### config.mk
export PLATFORM = sky130hd
export DESIGN_NAME = ldfsr_top
export DESIGN_NICKNAME = d
export VERILOG_FILES = /design/src/ldfsr_pkg.sv /design/src/ldfsr_top.sv /design/src/ldfsr_fault.sv /design/src/ldfsr_chan.sv
export SDC_FILE = /design/constraint.sdc
export NUM_CORES = 1
export LEC_CHECK = 0
export ABC_CLOCK_PERIOD_IN_PS = 1580
export BUFFER_PORTS_ARGS = -buffer_cell sky130_fd_sc_hd__buf_2
export CAP_MARGIN = 20
export CORE_ASPECT_RATIO = 2
export CORE_MARGIN = 2
export CORE_UTILIZATION = 49
export DETAILED_ROUTE_END_ITERATION = 10
export MAX_ROUTING_LAYER = met4
export PLACE_DENSITY = 0.85
export SLEW_MARGIN = 20
export SYNTH_ARGS = -nofsm -noshare
export SYNTH_HDL_FRONTEND = slang
export SYNTH_HIERARCHICAL = 1
export SYNTH_SLANG_ARGS = --single-unit
### constraint.sdc
create_clock -name mclk -period 1.58 [get_ports mclk]
set_input_delay 0.237 -clock mclk [delete_from_list [all_inputs] [get_ports mclk]]
set_output_delay 0.237 -clock mclk [all_outputs]
set_load 0.02 [all_outputs]
### src/ldfsr_pkg.sv
// Purpose: shared constants and types for the load diagnostic and fault register bank
// Assumes: byte-wide register port on the device control interface
// Notes:   channel state codes are fixed by the register encoding

package ldfsr_pkg;

  // ==========================================================
  // register offsets
  localparam logic [7:0] ADDR_STATE_CTRL = 8'h04;
  localparam logic [7:0] ADDR_DIAG_CTRL  = 8'h09;
  localparam logic [7:0] ADDR_THRESH     = 8'h0a;
  localparam logic [7:0] ADDR_DIAG_RES   = 8'h0c;
  localparam logic [7:0] ADDR_LO_RES     = 8'h0e;
  localparam logic [7:0] ADDR_STATE_RB   = 8'h0f;
  localparam logic [7:0] ADDR_CH_FAULT   = 8'h10;
  localparam logic [7:0] ADDR_GLB_FAULT  = 8'h11;

  // ==========================================================
  // reset values
  localparam logic [7:0] RST_STATE_CTRL = 8'h55;
  localparam logic [7:0] RST_DIAG_CTRL  = 8'h00;
  localparam logic [7:0] RST_THRESH     = 8'h11;
  localparam logic [7:0] RST_ZERO       = 8'h00;
  localparam logic [3:0] RST_FLAGS      = 4'h0;
  localparam logic [3:0] STATE_RSVD     = 4'h5;

  // ==========================================================
  // field positions
  localparam int SKIP_BIT    = 0;
  localparam int LO_EN_BIT   = 1;
  localparam int CH1_HI      = 7;
  localparam int CH1_LO      = 4;
  localparam int CH2_HI      = 3;
  localparam int CH2_LO      = 0;
  localparam int ST1_HI      = 7;
  localparam int ST1_LO      = 6;
  localparam int ST2_HI      = 5;
  localparam int ST2_LO      = 4;

  // ==========================================================
  // channel state codes
  typedef enum logic [1:0] {
    CHST_PLAY = 2'h0,
    CHST_HIZ  = 2'h1,
    CHST_MUTE = 2'h2,
    CHST_DIAG = 2'h3
  } ldfsr_chst_t;

endpackage : ldfsr_pkg

### src/ldfsr_top.sv
// Purpose: diagnostic and fault status register bank of a two-channel amplifier
// Assumes: control interface decodes to byte reads and writes on mclk
// Notes:   read data is registered one cycle after the read strobe
//
// Contract
// - per-channel 4-bit shorted-load threshold, ch1 bits 7-4, ch2 bits 3-0, reset 0001
// - short-to-ground flag per channel at bits 7 and 3 of report one
// - short-to-supply flag per channel at bits 6 and 2 of report one
// - open-load flag per channel at bits 5 and 1 of report one
// - shorted-load flag per channel at bits 4 and 0 of report one
// - line-output found at bits 3 and 2, other bits zero
// - 2-bit state per channel, bits 7-6 and 5-4, reserved pairs read 01
// - overcurrent flags at bits 7 and 6 of channel fault register
// - dc offset flags at bits 3 and 2 of channel fault register
// - invalid clock flag at global fault bit 4, reset zero
// - power stage overvoltage at global fault bit 3
// - battery overvoltage at global fault bit 2
// - power stage undervoltage at global fault bit 1
// - battery undervoltage at global fault bit 0, upper bits zero
// - requested channel state comes from writable state control register
// - auto diagnostics on leaving high impedance and on fault unless skipped
// - line output detection updates only when enabled

`timescale 1ns/100ps

module ldfsr_top
  import ldfsr_pkg::*;
(
  input  wire logic        mclk,
  input  wire logic        reset_n,
  input  wire logic [7:0]  reg_addr,
  input  wire logic        reg_wr,
  input  wire logic        reg_rd,
  input  wire logic [7:0]  reg_wdata,
  output logic      [7:0]  reg_rdata,
  input  wire logic [1:0]  diag_done,
  input  wire logic [3:0]  first_chan_diag_result,
  input  wire logic [3:0]  second_chan_diag_result,
  input  wire logic [1:0]  line_out_seen,
  input  wire logic [1:0]  overcurrent_lvl,
  input  wire logic [1:0]  dc_offset_lvl,
  input  wire logic        invalid_clock_lvl,
  input  wire logic        power_stage_overvoltage_lvl,
  input  wire logic        battery_overvoltage_lvl,
  input  wire logic        power_stage_undervoltage_lvl,
  input  wire logic        battery_undervoltage_lvl,
  output logic      [1:0]  diag_start,
  output logic      [3:0]  first_chan_short_threshold,
  output logic      [3:0]  second_chan_short_threshold,
  output logic      [1:0]  first_chan_state,
  output logic      [1:0]  second_chan_state
);

  localparam int FW = 9;

  typedef struct packed {
    logic [7:0] state_ctrl;
    logic [7:0] diag_ctrl;
    logic [7:0] thresh;
    logic [7:0] rdata;
  } ldfsr_top_st_t;

  ldfsr_top_st_t st_reg;
  ldfsr_top_st_t st_next;

  logic [3:0]    res1;
  logic [3:0]    res2;
  logic [1:0]    lo_found;
  logic [FW-1:0] fault_lvl;
  logic [FW-1:0] fault_flags;
  logic [7:0]    diag_res_val;
  logic [7:0]    lo_res_val;
  logic [7:0]    state_rb_val;
  logic [7:0]    ch_fault_val;
  logic [7:0]    glb_fault_val;
  logic [1:0]    chan_fault;
  logic          auto_diag_skip;
  logic          line_out_diag_enable;

  // ==========================================================
  // address decode
  function automatic logic hit(input logic [7:0] a, input logic [7:0] off);
    return a == off;
  endfunction

  assign auto_diag_skip       = st_reg.diag_ctrl[SKIP_BIT];
  assign line_out_diag_enable = st_reg.diag_ctrl[LO_EN_BIT];

  // ==========================================================
  // channel trackers
  assign chan_fault = overcurrent_lvl | dc_offset_lvl;

  ldfsr_chan u_ch1 (
    .mclk                 (mclk),
    .reset_n              (reset_n),
    .req_state            (st_reg.state_ctrl[ST1_HI:ST1_LO]),
    .auto_diag_skip       (auto_diag_skip),
    .line_out_diag_enable (line_out_diag_enable),
    .chan_fault           (chan_fault[1]),
    .diag_done            (diag_done[0]),
    .diag_result          (first_chan_diag_result),
    .line_out_seen        (line_out_seen[1]),
    .diag_start           (diag_start[0]),
    .state_readback       (first_chan_state),
    .result_flags         (res1),
    .line_out_found       (lo_found[1])
  );

  ldfsr_chan u_ch2 (
    .mclk                 (mclk),
    .reset_n              (reset_n),
    .req_state            (st_reg.state_ctrl[ST2_HI:ST2_LO]),
    .auto_diag_skip       (auto_diag_skip),
    .line_out_diag_enable (line_out_diag_enable),
    .chan_fault           (chan_fault[0]),
    .diag_done            (diag_done[1]),
    .diag_result          (second_chan_diag_result),
    .line_out_seen        (line_out_seen[0]),
    .diag_start           (diag_start[1]),
    .state_readback       (second_chan_state),
    .result_flags         (res2),
    .line_out_found       (lo_found[0])
  );

  // ==========================================================
  // fault capture
  assign fault_lvl = {overcurrent_lvl,
                      dc_offset_lvl,
                      invalid_clock_lvl,
                      power_stage_overvoltage_lvl,
                      battery_overvoltage_lvl,
                      power_stage_undervoltage_lvl,
                      battery_undervoltage_lvl};

  ldfsr_fault #(
    .W (FW)
  ) u_fault (
    .mclk        (mclk),
    .reset_n     (reset_n),
    .fault_lvl   (fault_lvl),
    .fault_flags (fault_flags)
  );

  // ==========================================================
  // read-only images
  assign diag_res_val  = {res1, res2};
  assign lo_res_val    = {4'h0, lo_found, 2'h0};
  assign state_rb_val  = {first_chan_state, second_chan_state, STATE_RSVD};
  assign ch_fault_val  = {fault_flags[8:7], 2'h0, fault_flags[6:5], 2'h0};
  assign glb_fault_val = {3'h0, fault_flags[4:0]};

  // ==========================================================
  // register access
  always_comb begin
    st_next = st_reg;
    if (reg_wr) begin
      if (hit(reg_addr, ADDR_STATE_CTRL)) begin
        st_next.state_ctrl = reg_wdata;
      end
      if (hit(reg_addr, ADDR_DIAG_CTRL)) begin
        st_next.diag_ctrl = reg_wdata;
      end
      if (hit(reg_addr, ADDR_THRESH)) begin
        st_next.thresh = reg_wdata;
      end
    end
    if (reg_rd) begin
      case (reg_addr)
        ADDR_STATE_CTRL: st_next.rdata = st_reg.state_ctrl;
        ADDR_DIAG_CTRL:  st_next.rdata = st_reg.diag_ctrl;
        ADDR_THRESH:     st_next.rdata = st_reg.thresh;
        ADDR_DIAG_RES:   st_next.rdata = diag_res_val;
        ADDR_LO_RES:     st_next.rdata = lo_res_val;
        ADDR_STATE_RB:   st_next.rdata = state_rb_val;
        ADDR_CH_FAULT:   st_next.rdata = ch_fault_val;
        ADDR_GLB_FAULT:  st_next.rdata = glb_fault_val;
        default:         st_next.rdata = RST_ZERO;
      endcase
    end
  end

  always_ff @(posedge mclk) begin
    if (!reset_n) begin
      st_reg.state_ctrl <= RST_STATE_CTRL;
      st_reg.diag_ctrl  <= RST_DIAG_CTRL;
      st_reg.thresh     <= RST_THRESH;
      st_reg.rdata      <= RST_ZERO;
    end else begin
      st_reg <= st_next;
    end
  end

  assign reg_rdata                   = st_reg.rdata;
  assign first_chan_short_threshold  = st_reg.thresh[CH1_HI:CH1_LO];
  assign second_chan_short_threshold = st_reg.thresh[CH2_HI:CH2_LO];
endmodule // ldfsr_top

### src/ldfsr_fault.sv
// Purpose: registered copy of live fault detector levels
// Assumes: detector levels synchronous to mclk
// Notes:   flags follow the detectors one cycle late

`timescale 1ns/100ps

module ldfsr_fault
  import ldfsr_pkg::*;
#(
  parameter int W = 9
) (
  input  wire logic         mclk,
  input  wire logic         reset_n,
  input  wire logic [W-1:0] fault_lvl,
  output logic      [W-1:0] fault_flags
);

  typedef struct packed {
    logic [W-1:0] flags;
  } ldfsr_fault_st_t;

  ldfsr_fault_st_t st_reg;
  ldfsr_fault_st_t st_next;

  if (W < 1) begin : g_chk
    $error("fault width must be positive");
  end

  // ==========================================================
  // capture
  always_comb begin
    st_next       = st_reg;
    st_next.flags = fault_lvl;
  end

  always_ff @(posedge mclk) begin
    if (!reset_n) begin
      st_reg.flags <= '0;
    end else begin
      st_reg <= st_next;
    end
  end

  assign fault_flags = st_reg.flags;
endmodule // ldfsr_fault

### src/ldfsr_chan.sv
// Purpose: one channel state tracker with DC diagnostic trigger and result latch
// Assumes: sequencer pulses diag_done with results valid
// Notes:   host diag request runs once, then the channel rests in diag state

`timescale 1ns/100ps

module ldfsr_chan
  import ldfsr_pkg::*;
(
  input  wire logic        mclk,
  input  wire logic        reset_n,
  input  wire logic [1:0]  req_state,
  input  wire logic        auto_diag_skip,
  input  wire logic        line_out_diag_enable,
  input  wire logic        chan_fault,
  input  wire logic        diag_done,
  input  wire logic [3:0]  diag_result,
  input  wire logic        line_out_seen,
  output logic             diag_start,
  output logic [1:0]       state_readback,
  output logic [3:0]       result_flags,
  output logic             line_out_found
);

  typedef struct packed {
    ldfsr_chst_t applied;
    logic        busy;
    logic        fault_q;
    logic [3:0]  flags;
    logic        lo;
  } ldfsr_chan_st_t;

  ldfsr_chan_st_t st_reg;
  ldfsr_chan_st_t st_next;
  logic           leave_hiz;
  logic           fault_rise;
  logic           manual;

  // ==========================================================
  // diagnostic trigger
  assign leave_hiz  = st_reg.applied == CHST_HIZ && req_state != CHST_HIZ
                      && req_state != CHST_DIAG;
  assign fault_rise = chan_fault && !st_reg.fault_q;
  assign manual     = req_state == CHST_DIAG && st_reg.applied != CHST_DIAG;
  assign diag_start = !st_reg.busy
                      && (manual || (!auto_diag_skip && (leave_hiz || fault_rise)));

  always_comb begin
    st_next         = st_reg;
    st_next.fault_q = chan_fault;
    if (st_reg.busy) begin
      if (diag_done) begin
        st_next.busy  = 1'b0;
        st_next.flags = diag_result;
        if (line_out_diag_enable) begin
          st_next.lo = line_out_seen;
        end
        st_next.applied = ldfsr_chst_t'(req_state);
      end
    end else if (diag_start) begin
      st_next.busy = 1'b1;
    end else begin
      st_next.applied = ldfsr_chst_t'(req_state);
    end
  end

  always_ff @(posedge mclk) begin
    if (!reset_n) begin
      st_reg.applied <= CHST_HIZ;
      st_reg.busy    <= 1'b0;
      st_reg.fault_q <= 1'b0;
      st_reg.flags   <= RST_FLAGS;
      st_reg.lo      <= 1'b0;
    end else begin
      st_reg <= st_next;
    end
  end

  assign state_readback = st_reg.busy ? CHST_DIAG : st_reg.applied;
  assign result_flags   = st_reg.flags;
  assign line_out_found = st_reg.lo;
endmodule // ldfsr_chan

======== Word level (Yosys, flattened, before mapping) ========
Index checks and enable logic that the tools add are counted.
word-level totals
  bits in registers ....................... 59
  output and inout bits ................... 22
  word-level logic and storage cells ...... 79
cells by class
  equal/unequal tests ..................... 22
  muxes and demuxes ....................... 11
  bitwise logic cells ..................... 1
  reduce and logical (&&, ||, !) cells .... 30
operator list
  cell                                                                    number
  8-bit case mux with 8 select lines                                      1
  8-bit by 4-bit equality test with 1-bit output (second input constant)  5
  8-bit by 5-bit equality test with 1-bit output (second input constant)  2
  2-bit != test (second input constant)                                   8
  2-bit AND reduction                                                     7
  1-bit logical AND                                                       12
  3-bit 2-to-1 mux                                                        4
  8-bit by 3-bit equality test with 1-bit output (second input constant)  1
  2-bit 2-to-1 mux                                                        4
  3-bit AND reduction                                                     2
  1-bit logical NOT                                                       5
  2-bit by 1-bit equality test with 1-bit output (second input constant)  2
  2-bit equality test (second input constant)                             2
  1-bit logical OR                                                        4
  2-bit by 1-bit != test with 1-bit output (second input constant)        2
  1-bit 2-to-1 mux                                                        2
  2-bit OR                                                                1

======== Longest topological paths before layout ========
  depth after elaboration ................. 9
  gate-level depth with buffers ........... 7
  mapped depth without buffers ............ 5

======== By module ========
Netlist, hierarchy kept.
modules (own cells, without submodules)
  module       instances  cells an instance  area each (um^2)  seq. area each (um^2)
  ldfsr_top    1          226                1885.6            640.6
  ldfsr_chan   2          49                 439.2             180.2
  ldfsr_fault  1          18                 236.5             180.2

======== Worst setup path before layout ========
No wires, ideal clock.
  path kind ............................... input -> register
  start point ............................. input port reg_addr[0]
  end point ............................... register st_reg[24] in the netlist's numbering
  data arrival time ....................... 1.515 ns
  required time ........................... 1.451 ns
  path slack .............................. -0.065 ns
  cell stages on the path ................. 6
  buffers on the path ..................... 1
  cells stage by stage .................... clkbuf_1 or4b_4 nor2_2 nand2_2 mux2i_1 nand2_1
on the way
  longest elaborated chain between the ends .. 2
ends and longest elaborated chain
  element                                         RTL line          source
  start: declaration                              ldfsr_top.sv:31   input wire logic [7:0] reg_addr,
  8-bit by 3-bit equality test with 1-bit output  ldfsr_top.sv:83   return a == off;
  2-bit AND reduction (no source line)            --
  end signal: assignment                          ldfsr_top.sv:189  st_reg <= st_next;
  end: declaration                                ldfsr_top.sv:63   ldfsr_top_st_t st_reg;
No other way between the ends.
A chain may end at the register's enable or synchronous reset.

======== Worst setup path in the final report ========
  start point ............................. register u_ch1/st_reg[8] in the netlist's numbering
  end point ............................... output port diag_start[0]
on the way
  longest elaborated chain between the ends .. 7
ends and longest elaborated chain
  element                                         RTL line          source
  start: declaration                              ldfsr_chan.sv:33  ldfsr_chan_st_t st_reg;
  start signal: assignment                        ldfsr_chan.sv:75  st_reg <= st_next;
  2-bit by 1-bit equality test with 1-bit output  ldfsr_chan.sv:41  assign leave_hiz = st_reg.applied == CHST_HIZ && req_state != CHST_HIZ
  1-bit logical AND                               ldfsr_chan.sv:41
  1-bit logical AND                               ldfsr_chan.sv:42  && req_state != CHST_DIAG;
  1-bit logical OR                                ldfsr_chan.sv:46  && (manual || (!auto_diag_skip && (leave_hiz || fault_rise)));
  1-bit logical AND                               ldfsr_chan.sv:46
  1-bit logical OR (*)                            ldfsr_chan.sv:46
  1-bit logical AND (*)                           ldfsr_chan.sv:46
  end: declaration                                ldfsr_top.sv:47   output logic [1:0] diag_start,
Mark *: on every way between the ends. The rest lies on a longest branch, timed or not.

==> results.md <==
* Mapped Nets at 383
* Worst rel slew slack at 0.7405
* CP endpoint: diag_start[0]
* Psw at 897.3 uW
* Crit-path max FO at 4
* Worst Slack Setup Final at -0.1679 ns
* Crit. Startpoint: u_ch1/st_reg[8]$_SDFFE_PN0P_
* GRT overflow at 0
* Netlist cell types at 56
* Pwr dens at 979.2 mW/mm^2
* Clock share of power at 0.482
* Int Power at 2849 uW
* Mapped Area at 0.003000 mm^2
* Crit path largest cell delay at between 0.3 and 0.4 ns
* P_leak at 0.001770 uW
* Sw frac at 0.2395
* Area leader, netlist: dfxtp_1
* Worst-Skew Late Latency at 0.33 ns
* WS Path Type: flop to primary output
* WL final at approximately 8.9 mm
* DRC at 0
* Final setup viols at 5
* # hold bufs at CTS at 0
* Input/output buffers at between 60 and 70
* F_max at 572.1 MHz
* Area growth syn-to-layout at 27.52%
* Top FF cell, synth: dfxtp_1
* Max clock buf depth at 2
* Count leader, synth: dfxtp_1
* Clk sinks at 59
* Top cell type's share of synthesized area at 0.3937
* Vias per cell at 5.685
* R2R Path Start: u_ch2/st_reg[7]$_SDFFE_PN1P_
* Final net count at 462
* Worst-margin pin slew at 0.3893 ns
* CP max stage cell: or3b_1
* Post-place setup slack at -0.1834 ns
* Largest register FFs at 14
* Share of post-route cells with drive strength above 1 at 0.3615
* Fillers at 499
* RePlAce Congestion at 1.058
* Avg Inst Size Synth at 8.773 um^2
* Largest net degree at the start of global routing at 33
* Ports at 63
* Skew final at 0.007270 ns
* Worst vdd ir at 0.7702 mV
* Reg2reg path depth at 8
* Initial antenna violation count at 0
* Synth area leaders: dfxtp_1 39%, mux2i_1 9.3%, buf_4 6.5%, nand2_1 4.3%, nand3_1 3.7%
* Outcome: finished with violations
* 1st-iter DRT viols at 142
* Unrepaired setup endpoints after global routing: yes
* Detailed Routing Iterations Pass 1 at 5
* Worst-path cell chain: or3b_1, a21oi_2, nor2_1, nor2_1, buf_4
* First-pass GRT wire length at 13.77 mm
* Remaining antenna violation count at 0
* Reg2reg end: u_ch2/st_reg[6]$_SDFF_PN0_
* Crit start category: flop
* Detailed Place HPWL at 6.670 mm
* Post-synth EDFFs at 0
* Die Y at 114.7 um
* Synth Register Bits at 59
* Arr. time, crit path at roughly 1.5 ns
* Number of buffers created by CTS at 9
* Clk Tree Root Cell: clkbuf_16
* TritonCTS clock tree: done
* Slew Viols, Final at 0
* Register area share after synthesis at 0.3937
* Combinational Power Share at 0.107
* Max Cap Viol at 0
* Htree depth at 3
* Flop2flop setup slack at -0.10 ns
* Initial Util at 0.5038
* CP required at 1.34 ns
* Worst-path clk slew at 0.05 ns
* Gate Count Post-Synth at 342
* Failing checks: setup timing
* Rows at 40
* Vias in the first global route at 2,798
* Ys async rst share at 0
* Yosys warns at 6
* Crit end category: primary output
* Tot GR Track Use at 0.2873
* CP most frequent cell: nor2_1
* Fin area at 0.003826 mm^2
* Sequential share of power at 0.411
* Total number of vias at 2,780
* Die Wd at 59.33 um
* # diodes at 0
* Final hold violations at 0
* Die Footprint at 0.006803 mm^2
* Placed Area at roughly 0.0034 mm^2
* Wire per inst at 18.12 um
* Hold WC Path Type: input pin to flop
* Synth cell count leaders: 59 x dfxtp_1, 34 x nand2_1, 28 x mux2i_1
* Fin crit share at 1.106
* Minimum clock period at 1.748 ns
* CORE AREA at 0.005956 mm^2
-- layout by cell type (no fill, tap or decap), drive strengths merged, types with 4 or more instances in the layout --
master / synthesis / layout
nor2: 20 / 20
dfxtp: 59 / 59
nand3: 22 / 22
or2: 7 / 7
a21oi: 21 / 21
a21boi: 8 / 8
o22ai: 5 / 5
mux2i: 28 / 28
a22oi: 5 / 5
nor3: 9 / 9
and2: 15 / 15
o21ai: 4 / 4
nor2b: 13 / 13
inv: 6 / 6
nand2: 38 / 38
clkbuf: 12 / 12
buf: 28 / 108
-- repair_timing --
item,in CTS,in global routing
setup endpoints to repair,2,5
buffers inserted,9,2
resized for setup,12,3
pin swaps,4,2
-- cells by family after synthesis --
kind of cell,synth area share
buf+inv,0.09091
simple gates,0.2652
compound gates,0.1530
mux,0.09716
flops,0.3937
-- critical path: cells and delay by family (launching register included) --
| kind | cells | cell delay [ns] |
|---|---|---|
| AO/OA/AOI/OAI | 1 | 0.15 |
| AND/OR/NAND/NOR | 3 | 0.54 |
| buffers and inverters | 1 | 0.16 |
| flip-flops | 1 | 0.34 |
-- stage by stage --
step,power [uW],util,setup TNS [ns],instances,hold WS (ns)
2_1_floorplan,1767,-,0,342,0.3587
3_3_place_gp,1932,0.5779,-1.806,464,0.4420
3_5_place_dp,1937,0.5779,-1.995,464,0.4515
4_1_cts,3774,0.6416,-0.5696,489,0.1089
5_1_grt,3874,0.6424,-0.8385,489,0.1093
6_report,3747,0.6424,-0.6047,489,0.1175
-- cell type report --
class	count	area [um^2]	share of cell area
Inverter	6	22.52	0.005886
Tap cell	63	78.83	0.02060
Clock buffer	12	256.5	0.06704
Clock inverter	4	25.02	0.006540
Multi-Input combinational cell	237	1572	0.4107
Sequential cell	59	1187	0.3103
Timing Repair Buffer	108	684.4	0.1789
-- how the worst min path moves through the flow --
stage	start	to	slack (ns)	depth (start not counted)
CTS	battery_overvoltage_lvl	u_fault/fault_flags[2]$_SDFF_PN0_	0.11	2
floorplan	reset_n	u_fault/fault_flags[0]$_SDFF_PN0_	0.36	1
finish	battery_overvoltage_lvl	u_fault/fault_flags[2]$_SDFF_PN0_	0.12	2
global route	battery_overvoltage_lvl	u_fault/fault_flags[2]$_SDFF_PN0_	0.11	2
global placement	power_stage_undervoltage_lvl	u_fault/fault_flags[1]$_SDFF_PN0_	0.44	2
detailed placement	battery_overvoltage_lvl	u_fault/fault_flags[2]$_SDFF_PN0_	0.45	2
-- per-layer routing --
metal,up-vias,track usage,part of all wire
li1,1340,-,-
met1,1312,0.2801,0.35
met2,98,0.4733,0.54
met3,30,0.06780,0.045
met4,0,0.2121,0.057
met5,-,-,0
-- power by group through the flow --
stage / logic [uW] / clock network (uW) / registers (uW)
global placement: 363 / 0 / 1570
finish: 402 / 1800 / 1540
detailed placement: 368 / 0 / 1570
CTS: 400 / 1830 / 1540
global route: 430 / 1900 / 1540
floorplan: 208 / 0 / 1560
(Power assumes the default switching activity.)
